### src/spr_pkg.sv
package spr_pkg;

    // ------------------------------------------------------------
    // register indices and byte addresses
    // ------------------------------------------------------------
    localparam int ADDR_W = 8;
    localparam int DATA_W = 32;
    localparam int PEAK_W = 16;
    localparam int BYTE_W = 8;
    localparam logic [7:0] IDX_OUT_LO = 8'h1a;
    localparam logic [7:0] IDX_OUT_HI = 8'h1b;
    localparam logic [7:0] IDX_ERR_LO = 8'h38;
    localparam logic [7:0] IDX_ERR_HI = 8'h39;
    localparam int WORD_BYTES = 4;
    localparam logic [ADDR_W-1:0] ADDR_OUT_LO = ADDR_W'(IDX_OUT_LO * WORD_BYTES);
    localparam logic [ADDR_W-1:0] ADDR_OUT_HI = ADDR_W'(IDX_OUT_HI * WORD_BYTES);
    localparam logic [ADDR_W-1:0] ADDR_ERR_LO = ADDR_W'(IDX_ERR_LO * WORD_BYTES);
    localparam logic [ADDR_W-1:0] ADDR_ERR_HI = ADDR_W'(IDX_ERR_HI * WORD_BYTES);

    // ------------------------------------------------------------
    // field layout and reset values
    // ------------------------------------------------------------
    localparam int LO_MSB = 7;
    localparam int LO_LSB = 0;
    localparam int HI_MSB = 15;
    localparam int HI_LSB = 8;
    localparam logic [PEAK_W-1:0] PEAK_RESET = 16'h0000;
    localparam logic [PEAK_W-1:0] PEAK_POS_MAX = 16'h7fff;
    localparam logic [PEAK_W-1:0] PEAK_NEG_MIN = 16'h8000;
    localparam logic [DATA_W-1:0] DATA_ZERO = 32'h0000_0000;
    localparam logic [DATA_W-BYTE_W-1:0] PAD_ZERO = 24'h00_0000;
    localparam int WINDOW_SAMPLES = 256;

    // ------------------------------------------------------------
    // bus responses
    // ------------------------------------------------------------
    localparam logic [1:0] RESP_OKAY = 2'h0;
    localparam logic [1:0] RESP_SLVERR = 2'h2;

endpackage : spr_pkg

### src/spr_peak_track.sv
`timescale 1ns/100ps
`default_nettype none

module spr_peak_track #(
    parameter int WIDTH = spr_pkg::PEAK_W,
    parameter int WINDOW = spr_pkg::WINDOW_SAMPLES
) (
    // clock and reset
    input wire logic aclk,
    input wire logic aresetn,
    // monitored signal
    input wire logic [WIDTH-1:0] sample,
    input wire logic sample_valid,
    // published peak
    output logic [WIDTH-1:0] peak_r,
    output logic pub_r
);

    localparam int CNT_W = (WINDOW > 1) ? $clog2(WINDOW) : 1;
    localparam logic [CNT_W-1:0] CNT_LAST = CNT_W'(WINDOW - 1);
    localparam logic [CNT_W-1:0] CNT_ONE = CNT_W'(1);

    logic [WIDTH-1:0] cur_r;
    logic [CNT_W-1:0] cnt_r;
    logic [WIDTH-1:0] mag;
    logic [WIDTH-1:0] best;
    logic last;

    // ------------------------------------------------------------
    // magnitude, saturating the most negative value
    // ------------------------------------------------------------
    assign mag = !sample[WIDTH-1] ? sample :
                 (sample == spr_pkg::PEAK_NEG_MIN) ? spr_pkg::PEAK_POS_MAX :
                 WIDTH'(-sample);
    assign best = (mag > cur_r) ? mag : cur_r;
    assign last = (cnt_r == CNT_LAST);

    // ------------------------------------------------------------
    // window peak hold, published as one word
    // ------------------------------------------------------------
    always_ff @(posedge aclk) begin
        if (!aresetn) begin
            cur_r <= spr_pkg::PEAK_RESET;
            cnt_r <= '0;
            peak_r <= spr_pkg::PEAK_RESET;
            pub_r <= 1'b0;
        end else begin
            pub_r <= sample_valid && last;
            if (sample_valid && last) begin
                peak_r <= best;
                cur_r <= spr_pkg::PEAK_RESET;
                cnt_r <= '0;
            end else if (sample_valid) begin
                cur_r <= best;
                cnt_r <= cnt_r + CNT_ONE;
            end
        end
    end

endmodule : spr_peak_track

`default_nettype wire

### src/spr_top.sv
// Added by the designer: register access over AXI4-Lite.
`timescale 1ns/100ps
`default_nettype none

module spr_top #(
    parameter int WINDOW = spr_pkg::WINDOW_SAMPLES
) (
    // clock and reset
    input wire logic aclk,
    input wire logic aresetn,
    // monitored send-path samples
    input wire logic [spr_pkg::PEAK_W-1:0] error_tap_point,
    input wire logic error_tap_valid,
    input wire logic [spr_pkg::PEAK_W-1:0] output_tap_point,
    input wire logic output_tap_valid,
    // axi4-lite write address
    input wire logic [spr_pkg::ADDR_W-1:0] s_axi_awaddr,
    input wire logic s_axi_awvalid,
    output logic s_axi_awready,
    // axi4-lite write data
    input wire logic [spr_pkg::DATA_W-1:0] s_axi_wdata,
    input wire logic [3:0] s_axi_wstrb,
    input wire logic s_axi_wvalid,
    output logic s_axi_wready,
    // axi4-lite write response
    output logic [1:0] s_axi_bresp,
    output logic s_axi_bvalid,
    input wire logic s_axi_bready,
    // axi4-lite read address
    input wire logic [spr_pkg::ADDR_W-1:0] s_axi_araddr,
    input wire logic s_axi_arvalid,
    output logic s_axi_arready,
    // axi4-lite read data
    output logic [spr_pkg::DATA_W-1:0] s_axi_rdata,
    output logic [1:0] s_axi_rresp,
    output logic s_axi_rvalid,
    input wire logic s_axi_rready
);

    logic [spr_pkg::PEAK_W-1:0] residual_peak_bits;
    logic [spr_pkg::PEAK_W-1:0] outgoing_peak_bits;
    logic err_pub;
    logic out_pub;
    logic awready_r;
    logic wready_r;
    logic bvalid_r;
    logic [1:0] bresp_r;
    logic [spr_pkg::ADDR_W-1:0] awaddr_r;
    logic arready_r;
    logic rvalid_r;
    logic [1:0] rresp_r;
    logic [spr_pkg::DATA_W-1:0] rdata_r;

    // ------------------------------------------------------------
    // peak trackers
    // ------------------------------------------------------------
    spr_peak_track #(
        .WIDTH(spr_pkg::PEAK_W),
        .WINDOW(WINDOW)
    ) u_err_peak (
        .aclk(aclk),
        .aresetn(aresetn),
        .sample(error_tap_point),
        .sample_valid(error_tap_valid),
        .peak_r(residual_peak_bits),
        .pub_r(err_pub)
    );

    spr_peak_track #(
        .WIDTH(spr_pkg::PEAK_W),
        .WINDOW(WINDOW)
    ) u_out_peak (
        .aclk(aclk),
        .aresetn(aresetn),
        .sample(output_tap_point),
        .sample_valid(output_tap_valid),
        .peak_r(outgoing_peak_bits),
        .pub_r(out_pub)
    );

    // ------------------------------------------------------------
    // read decode
    // ------------------------------------------------------------
    wire rd_hit_out_lo = (s_axi_araddr == spr_pkg::ADDR_OUT_LO);
    wire rd_hit_out_hi = (s_axi_araddr == spr_pkg::ADDR_OUT_HI);
    wire rd_hit_err_lo = (s_axi_araddr == spr_pkg::ADDR_ERR_LO);
    wire rd_hit_err_hi = (s_axi_araddr == spr_pkg::ADDR_ERR_HI);
    wire rd_mapped = rd_hit_out_lo || rd_hit_out_hi || rd_hit_err_lo || rd_hit_err_hi;
    wire [spr_pkg::BYTE_W-1:0] rd_byte;

    assign rd_byte = rd_hit_out_lo ? outgoing_peak_bits[spr_pkg::LO_MSB:spr_pkg::LO_LSB] :
                     rd_hit_out_hi ? outgoing_peak_bits[spr_pkg::HI_MSB:spr_pkg::HI_LSB] :
                     rd_hit_err_lo ? residual_peak_bits[spr_pkg::LO_MSB:spr_pkg::LO_LSB] :
                     rd_hit_err_hi ? residual_peak_bits[spr_pkg::HI_MSB:spr_pkg::HI_LSB] :
                     '0;

    wire rd_take = s_axi_arvalid && arready_r;
    wire [spr_pkg::DATA_W-1:0] rdata_nxt = {spr_pkg::PAD_ZERO, rd_byte};
    wire [1:0] rresp_nxt = rd_mapped ? spr_pkg::RESP_OKAY : spr_pkg::RESP_SLVERR;

    // ------------------------------------------------------------
    // read channel, no side effect on any state
    // ------------------------------------------------------------
    always_ff @(posedge aclk) begin
        if (!aresetn) begin
            arready_r <= 1'b1;
            rvalid_r <= 1'b0;
            rdata_r <= spr_pkg::DATA_ZERO;
            rresp_r <= spr_pkg::RESP_OKAY;
        end else if (rd_take) begin
            arready_r <= 1'b0;
            rvalid_r <= 1'b1;
            rdata_r <= rdata_nxt;
            rresp_r <= rresp_nxt;
        end else if (rvalid_r && s_axi_rready) begin
            arready_r <= 1'b1;
            rvalid_r <= 1'b0;
        end
    end

    // ------------------------------------------------------------
    // write channel, data discarded
    // ------------------------------------------------------------
    wire aw_take = s_axi_awvalid && awready_r;
    wire w_take = s_axi_wvalid && wready_r;
    wire [spr_pkg::ADDR_W-1:0] wr_addr = aw_take ? s_axi_awaddr : awaddr_r;
    wire wr_mapped = (wr_addr == spr_pkg::ADDR_OUT_LO) || (wr_addr == spr_pkg::ADDR_OUT_HI) ||
                     (wr_addr == spr_pkg::ADDR_ERR_LO) || (wr_addr == spr_pkg::ADDR_ERR_HI);
    wire aw_done = !awready_r || aw_take;
    wire w_done = !wready_r || w_take;
    wire wr_finish = aw_done && w_done && !bvalid_r;

    always_ff @(posedge aclk) begin
        if (!aresetn) begin
            awready_r <= 1'b1;
            wready_r <= 1'b1;
            bvalid_r <= 1'b0;
            bresp_r <= spr_pkg::RESP_OKAY;
            awaddr_r <= '0;
        end else begin
            if (aw_take) begin
                awready_r <= 1'b0;
                awaddr_r <= s_axi_awaddr;
            end
            if (w_take) begin
                wready_r <= 1'b0;
            end
            if (wr_finish) begin
                bvalid_r <= 1'b1;
                bresp_r <= wr_mapped ? spr_pkg::RESP_OKAY : spr_pkg::RESP_SLVERR;
            end else if (bvalid_r && s_axi_bready) begin
                bvalid_r <= 1'b0;
                awready_r <= 1'b1;
                wready_r <= 1'b1;
            end
        end
    end

    // ------------------------------------------------------------
    // outputs
    // ------------------------------------------------------------
    assign s_axi_awready = awready_r;
    assign s_axi_wready = wready_r;
    assign s_axi_bvalid = bvalid_r;
    assign s_axi_bresp = bresp_r;
    assign s_axi_arready = arready_r;
    assign s_axi_rvalid = rvalid_r;
    assign s_axi_rdata = rdata_r;
    assign s_axi_rresp = rresp_r;

    // ------------------------------------------------------------
    // checks
    // ------------------------------------------------------------
    property p_err_lo_read;
        @(posedge aclk) disable iff (!aresetn)
        (rd_take && s_axi_araddr == spr_pkg::ADDR_ERR_LO) |=>
            rvalid_r && rdata_r[7:0] == $past(residual_peak_bits[7:0]);
    endproperty
    a_err_lo_read: assert property (p_err_lo_read) else $error("error low byte wrong");

    property p_out_hi_read;
        @(posedge aclk) disable iff (!aresetn)
        (rd_take && s_axi_araddr == spr_pkg::ADDR_OUT_HI) |=>
            rvalid_r && rdata_r[7:0] == $past(outgoing_peak_bits[15:8]);
    endproperty
    a_out_hi_read: assert property (p_out_hi_read) else $error("output high byte wrong");

    property p_upper_zero;
        @(posedge aclk) disable iff (!aresetn)
        rvalid_r |-> rdata_r[31:8] == '0;
    endproperty
    a_upper_zero: assert property (p_upper_zero) else $error("upper read bits not zero");

    property p_err_hi_read;
        @(posedge aclk) disable iff (!aresetn)
        (rd_take && s_axi_araddr == spr_pkg::ADDR_ERR_HI) |=>
            rresp_r == spr_pkg::RESP_OKAY && rdata_r[7:0] == $past(residual_peak_bits[15:8]);
    endproperty
    a_err_hi_read: assert property (p_err_hi_read) else $error("error high byte wrong");

    property p_err_reset;
        @(posedge aclk)
        $rose(aresetn) |-> residual_peak_bits == '0 && !rvalid_r;
    endproperty
    a_err_reset: assert property (p_err_reset) else $error("error peak not zero after reset");

    property p_out_reset;
        @(posedge aclk)
        $rose(aresetn) |-> outgoing_peak_bits == '0 && !bvalid_r;
    endproperty
    a_out_reset: assert property (p_out_reset) else $error("output peak not zero after reset");

    property p_peak_stable;
        @(posedge aclk) disable iff (!aresetn)
        !err_pub && !out_pub |-> $stable(residual_peak_bits) && $stable(outgoing_peak_bits);
    endproperty
    a_peak_stable: assert property (p_peak_stable) else $error("peak moved without publish");

    property p_write_resp;
        @(posedge aclk) disable iff (!aresetn)
        (aw_take && w_take && !bvalid_r) |=> bvalid_r ##0 (awready_r == 1'b0) [*1];
    endproperty
    a_write_resp: assert property (p_write_resp) else $error("write response late");

    property p_out_lo_read;
        @(posedge aclk) disable iff (!aresetn)
        (rd_take && s_axi_araddr == spr_pkg::ADDR_OUT_LO) |=>
            rvalid_r && rdata_r[spr_pkg::LO_MSB:spr_pkg::LO_LSB] ==
            $past(outgoing_peak_bits[spr_pkg::LO_MSB:spr_pkg::LO_LSB]);
    endproperty
    a_out_lo_read: assert property (p_out_lo_read) else $error("output low byte wrong");

    property p_read_unmapped;
        @(posedge aclk) disable iff (!aresetn)
        (rd_take && !rd_mapped) |=>
            rresp_r == spr_pkg::RESP_SLVERR && rdata_r == spr_pkg::DATA_ZERO;
    endproperty
    a_read_unmapped: assert property (p_read_unmapped) else $error("bad unmapped read");

    property p_read_okay;
        @(posedge aclk) disable iff (!aresetn)
        (rd_take && rd_mapped) |=> rvalid_r && rresp_r == spr_pkg::RESP_OKAY;
    endproperty
    a_read_okay: assert property (p_read_okay) else $error("mapped read refused");

    property p_read_busy;
        @(posedge aclk) disable iff (!aresetn)
        rvalid_r |-> !arready_r;
    endproperty
    a_read_busy: assert property (p_read_busy) else $error("read open while busy");

    property p_read_done;
        @(posedge aclk) disable iff (!aresetn)
        (rvalid_r && s_axi_rready) |=> !rvalid_r && arready_r;
    endproperty
    a_read_done: assert property (p_read_done) else $error("read not retired");

    property p_write_done;
        @(posedge aclk) disable iff (!aresetn)
        (bvalid_r && s_axi_bready) |=> !bvalid_r && awready_r && wready_r;
    endproperty
    a_write_done: assert property (p_write_done) else $error("write not retired");

    property p_write_unmapped;
        @(posedge aclk) disable iff (!aresetn)
        (wr_finish && !wr_mapped) |=> bvalid_r && bresp_r == spr_pkg::RESP_SLVERR;
    endproperty
    a_write_unmapped: assert property (p_write_unmapped) else $error("bad unmapped write");

    property p_peak_sign;
        @(posedge aclk) disable iff (!aresetn)
        !residual_peak_bits[spr_pkg::HI_MSB] && !outgoing_peak_bits[spr_pkg::HI_MSB];
    endproperty
    a_peak_sign: assert property (p_peak_sign) else $error("peak magnitude negative");

    property p_err_pub_src;
        @(posedge aclk) disable iff (!aresetn)
        err_pub |-> $past(error_tap_valid);
    endproperty
    a_err_pub_src: assert property (p_err_pub_src) else $error("error peak without sample");

    property p_out_pub_src;
        @(posedge aclk) disable iff (!aresetn)
        out_pub |-> $past(output_tap_valid);
    endproperty
    a_out_pub_src: assert property (p_out_pub_src) else $error("output peak without sample");

    property p_reset_idle;
        @(posedge aclk)
        $rose(aresetn) |-> arready_r && awready_r && wready_r && rdata_r == spr_pkg::DATA_ZERO;
    endproperty
    a_reset_idle: assert property (p_reset_idle) else $error("bus not idle after reset");

endmodule : spr_top

`default_nettype wire

### config.mk
export PLATFORM = sky130hd
export DESIGN_NAME = spr_top
export DESIGN_NICKNAME = d
export VERILOG_FILES = /design/src/spr_pkg.sv /design/src/spr_peak_track.sv /design/src/spr_top.sv
export SDC_FILE = /design/constraint.sdc
export NUM_CORES = 1
export LEC_CHECK = 0
export ABC_AREA = 1
export BUFFER_PORTS_ARGS = -buffer_cell sky130_fd_sc_hd__buf_2
export CAP_MARGIN = 30
export CORE_MARGIN = 3
export CORE_UTILIZATION = 40
export CTS_CLUSTER_DIAMETER = 30
export DETAILED_ROUTE_END_ITERATION = 8
export GPL_TIMING_DRIVEN = 0
export HOLD_SLACK_MARGIN = 0.06
export PLACE_DENSITY = 0.6
export RECOVER_POWER = 25
export SLEW_MARGIN = 20
export SYNTH_ARGS = -nofsm -noshare
export SYNTH_HDL_FRONTEND = slang
export SYNTH_HIERARCHICAL = 1
export SYNTH_SLANG_ARGS = --single-unit
### constraint.sdc
create_clock -name aclk -period 3.2 [get_ports aclk]
set_input_delay 0.32 -clock aclk [delete_from_list [all_inputs] [get_ports aclk]]
set_output_delay 0.32 -clock aclk [all_outputs]
set_load 0.01 [all_outputs]
After elaboration in Yosys (flattened, before gate mapping) --
Cells that the tools add are included.
Cells by class: add/sub/neg operators 4, multipliers 0, divide/modulo/power cells 0, $lt $le $gt $ge 2, equal/unequal tests 12, shifts and indexed selects 0, mux-type cells 25, bitwise gates (word level) 1, reductions and logical operators 24
Operator list (number):
- $mux 16 | 6
- $eq 8x8->1 const B | 6
- $mux 8 | 5
- $eq 16x16->1 const B | 2
- $eq 8x7->1 const B | 4
- $gt 16x16->1 | 2
- $neg 16->16 | 2
- $add 8x1->8 const B | 2
- $mux 1 | 12
- $logic_and 1x1->1 | 9
- $logic_or 1x1->1 | 8
- $mux 2 | 2
- $reduce_bool 2->1 | 2
- $reduce_or 2->1 | 2
- $logic_not 1->1 | 3
- $not 1->1 | 1
Storage, ports and cells: register bits after elaboration 105, latch bits 0, RAM bits 0, ROM bits 0, input bits 93, output and inout bits 41, word-level logic and storage cells 83, memories kept 0

Depth between registers and ports, before layout --
depth in word-level cells 7, mapped depth 24, gate-level depth less buffers 22

Hierarchy --
Netlist, hierarchy kept.
By module, submodules not included:
- spr_peak_track (u_err_peak) | instances 1, cells each 431, area an instance 2735.1 um2, seq. area each 820.8 um2
- spr_peak_track (u_out_peak) | instances 1, cells each 433, area an instance 2732.6 um2, seq. area each 820.8 um2
- spr_top | instances 1, cells each 236, area an instance 1501.4 um2, seq. area each 440.4 um2

Least setup slack after synthesis --
No wires, ideal clock.
kind input to register, start point input output_tap_point[0] (netlist name), end point register u_out_peak.cur_r[1], library setup time 0.109 ns, arrival 2.386 ns, required time 3.091 ns, setup slack 0.706 ns, stages 24, path buffers 2, cells stage by stage inv_1 > ha_1 > nand3_1 > nor2_2 > nand4_2 > buf_6 > nand2_1 > inv_1 > ha_1 > inv_1 > nand2_1 > nand2_1 > nand2_1 > nand2_1 > nand2_1 > nand2_1 > nand2_1 > nand2_2 > nand2_2 > buf_4 > nand2_1 > nand3_1 > nand2_1 > inv_1
On the way: longest elaborated chain between the ends 5, elaborated cells between the ends (all ways) 6, those cells by class add/sub: 1; order compare: 1; eq/ne: 1; mux: 3
Ends and longest elaborated chain:
- start: declaration | line spr_top.sv:14 | input wire logic [spr_pkg::PEAK_W-1:0] output_tap_point,
- $neg 16->16 / $eq 16x16->1 (equally long branches) | line spr_peak_track.sv:34, spr_peak_track.sv:33
- $mux 16 | line spr_peak_track.sv:33 | (sample == spr_pkg::PEAK_NEG_MIN) ? spr_pkg::PEAK_POS_MAX :
- $mux 16 (*) | line spr_peak_track.sv:32 | assign mag = !sample[WIDTH-1] ? sample :
- $gt 16x16->1 | line spr_peak_track.sv:35 | assign best = (mag > cur_r) ? mag : cur_r;
- $mux 16 (*) | line spr_peak_track.sv:35
- end signal: assignment | line spr_peak_track.sv:43 | cur_r <= spr_pkg::PEAK_RESET;
- end signal: assignment | line spr_peak_track.sv:51 | cur_r <= spr_pkg::PEAK_RESET;
- end signal: assignment | line spr_peak_track.sv:54 | cur_r <= best;
- end: declaration | line spr_peak_track.sv:23 | logic [WIDTH-1:0] cur_r;
Every way passes the cells marked *; elsewhere a longest branch is shown, timed or not. A chain may end at the register's enable or synchronous reset.

Worst setup path after layout --
start point input output_tap_point[0] (netlist name), end point register u_out_peak.peak_r[11]
On the way: longest elaborated chain between the ends 5, elaborated cells between the ends (all ways) 6, those cells by class add/sub: 1; order compare: 1; eq/ne: 1; mux: 3
Ends and longest elaborated chain:
- $neg 16->16 / $eq 16x16->1 (equally long branches) | line spr_peak_track.sv:34, spr_peak_track.sv:33
- $mux 16 | line spr_peak_track.sv:33
- $mux 16 (*) | line spr_peak_track.sv:32
- $gt 16x16->1 | line spr_peak_track.sv:35
- $mux 16 (*) | line spr_peak_track.sv:35
- end signal: assignment | line spr_peak_track.sv:45 | peak_r <= spr_pkg::PEAK_RESET;
- end signal: assignment | line spr_peak_track.sv:50 | peak_r <= best;
- end: declaration | line spr_peak_track.sv:15 | output logic [WIDTH-1:0] peak_r,
Marked as above.

==> metrics.cfg <==
[worst_hold_path]
min-delay-path-class = in2reg
min_path_cells = 3
worstHoldStart = s_axi_awaddr[4]
whs_endpoint = awaddr_r[4]

[critical_path]
start_kind = input port
cp_top_family = simple AND/OR/NAND/NOR gates
crit_chain = buf_2, inv_1, ha_1, nand3_1, nor2_2, nand4_2, buf_6, nand3_2, ha_1, a21oi_1, nand2_1, a21oi_1, nand2_2, nand2_2, buf_4, nand2_1, nand2_1, nand2_1, nand2_1
crit_path_top_delay_cell = ha_1
required_ps = 3490
arrival_ps = 3060
crit_path_end_kind = flop
crit_type = in2reg
r2r_end = u_out_peak/peak_r[2]
worstRegToRegCells = 12
cpMostUsedCell = nand2_1
reg2reg_slack_ps = 1120
r2r_start = u_out_peak/cur_r[15]
crit_cells = 19
cp_num_buf_inv = 4
cp_max_fo = 10
critPathMaxStageDelay_ps = 250

[power]
total_power_mw = 3.344
clockPowerShare = 0.356
p_seq_frac = 0.405
combPwrFrac = 0.239
internal_power_mw = 2.325
netSwitchingFraction = 0.3047
power.density_nw_per_um2 = 421.8
netSwitchingPower_mw = 1.019
ir_worst_vdd_mv = 0.3077
cellLeakagePower_nw = 4.291

[finish]
nets = 1331
syn_to_final_growth_pct = 14.39
fillers = 1803
finish.utilization = 0.4729
antenna_cells = 0
drive_gt1_frac = 0.1426
regArea_sq_um = 2042
multi_input_area_sq_um = 4013

[flow_run]
cap_viol_max_count = 0

[clock_network]
post_cts_buffers = 0
root_buffer = clkbuf_16
ctsHoldBuffers = 0
cts_buffers = 9
clk_pin_slew_ps = 70
clkSinkCount = 102
insertion_delay_ps = 350
cts_tree = yes
htree_levels = 3
cts_resized = 0
cts_buffer_depth = 2

[floorplan]
dieWidth_microns = 137.6
die_h_microns = 137.6
coreArea_sq_um = 16760
io_pins = 134
start_util = 0.4134
die-area_sq_um = 18940
row_count = 47

[sta]
finalHoldViolCount = 0
period_needed_ps = 2763
fin_tns_setup_ps = 0
relSlewSlack = 0.6154
skew_ps = 12.14
max_freq_ghz = 0.3620
setup_viol = 0
rsz0062_at_grt = no
worstMarginPinSlew_ps = 576.8
layout_setup_ws_ps = 437.2
holdWs_ps = 220.1
period_share = 0.8634
slew_violations = 0

[synth]
yosysWarningCount = 6
synthCells = 1098
syn_area_per_cell_sq_um = 6.311
synth_area_sq_um = 6929

[drt]
dr.first_iter.drc_count = 269
post_drt_wl_per_cell_microns = 11.41
viasPerCell = 4.593
wirelength_microns = 16270
drt_pass1_iterations = 7
vias = 6550
ant_nets = 0
route.detailed.drc = 0

[grt]
grt_antenna_before_repair = 0
grt_pass1_wl_microns = 27260
grt_pass1_vias = 5806
grt_usage = 0.1776
grt_max_degree = 17
grt.overflow.total = 0

[placed_design]
gp_congestion = 0.8812
dpl_worst_slack_ps = 91.52
io_buffers = 68
hpwl_microns = 13070

[run_status]
status = completed

## layout by cell type, fill, tap and decap left out, types with 9 or more instances in the layout
master and instances:
conb_1 26, o21ai_0 15, ha_1 36, nand2_1 378, nor2_1 86, inv_1 145
buf_2 59, clkbuf_16 9, clkbuf_1 24, nand3_2 15, nand2_2 15, buf_4 35
nand3_1 122, a21oi_1 62, dfxtp_1 102
## power by group through the flow
stage,sequential [mW],clock [mW],combinational [mW]
global route,1.36,1.27,0.928
CTS,1.35,1.23,0.809
detailed placement,1.38,0,0.806
floorplan,1.38,0,0.596
finish,1.35,1.19,0.800
global placement,1.38,0,0.798
## flip-flops by register name (all words and copies together), names as in the netlist
signal,count
u_out_peak/cnt_r,8
s_axi_rdata,8
s_axi_rvalid,1
s_axi_bresp,1
u_out_peak/cur_r,16
s_axi_awready,1
s_axi_bvalid,1
s_axi_arready,1
u_out_peak/peak_r,16
u_err_peak/peak_r,16
u_err_peak/cur_r,16
u_err_peak/cnt_r,8
awaddr_r,7
s_axi_wready,1
s_axi_rresp,1
## how the worst max path moves through the flow
| stage | to | from | slack, ps |
|---|---|---|---|
| floorplan | u_out_peak/cur_r[1] | output_tap_point[0] | 710 |
| global placement | u_out_peak/peak_r[11] | output_tap_point[0] | 90 |
| detailed placement | u_err_peak/peak_r[11] | error_tap_point[0] | 90 |
| CTS | u_out_peak/peak_r[11] | output_tap_point[0] | 460 |
| global route | u_err_peak/peak_r[11] | error_tap_point[0] | 140 |
| finish | u_out_peak/peak_r[11] | output_tap_point[0] | 440 |
## worst register-to-register path: stages (launching register included)
cell and delay (ps):
dfxtp_1 330, inv_1 60, ha_1 290, nand2_1 90
nor3_2 290, nand2_1 120, nand2_2 160, nand2_2 140
buf_4 210, nand2_1 80, nand2_1 70, nand2_1 90
nand2_1 50
## routing by layer
layer	vias up	wire [microns]	part of all wire	track usage
met4	0	93	0.0057	0.04379
met1	2848	7771	0.48	0.2334
met5	-	0	0	0
met3	6	541	0.033	0.02922
met2	99	7863	0.48	0.3029
li1	3597	-	-	-
## per-stage QoR
stage	cell area, sq um	cells
2_1_floorplan	7023	1123
3_3_place_gp	7639	1411
3_5_place_dp	7639	1411
4_1_cts	7960	1426
5_1_grt	7926	1426
6_report	7926	1426
## cell type report
class | instances | share of cell area
Multi-Input combinational cell | 814 | 0.5062
Tap cell | 220 | 0.03473
Clock inverter | 5 | 0.01042
Inverter | 152 | 0.07198
Buffer | 55 | 0.04846
Timing Repair Buffer | 68 | 0.04041
Sequential cell | 102 | 0.2576
Clock buffer | 10 | 0.03015
Power figures use the tool's default switching activity.
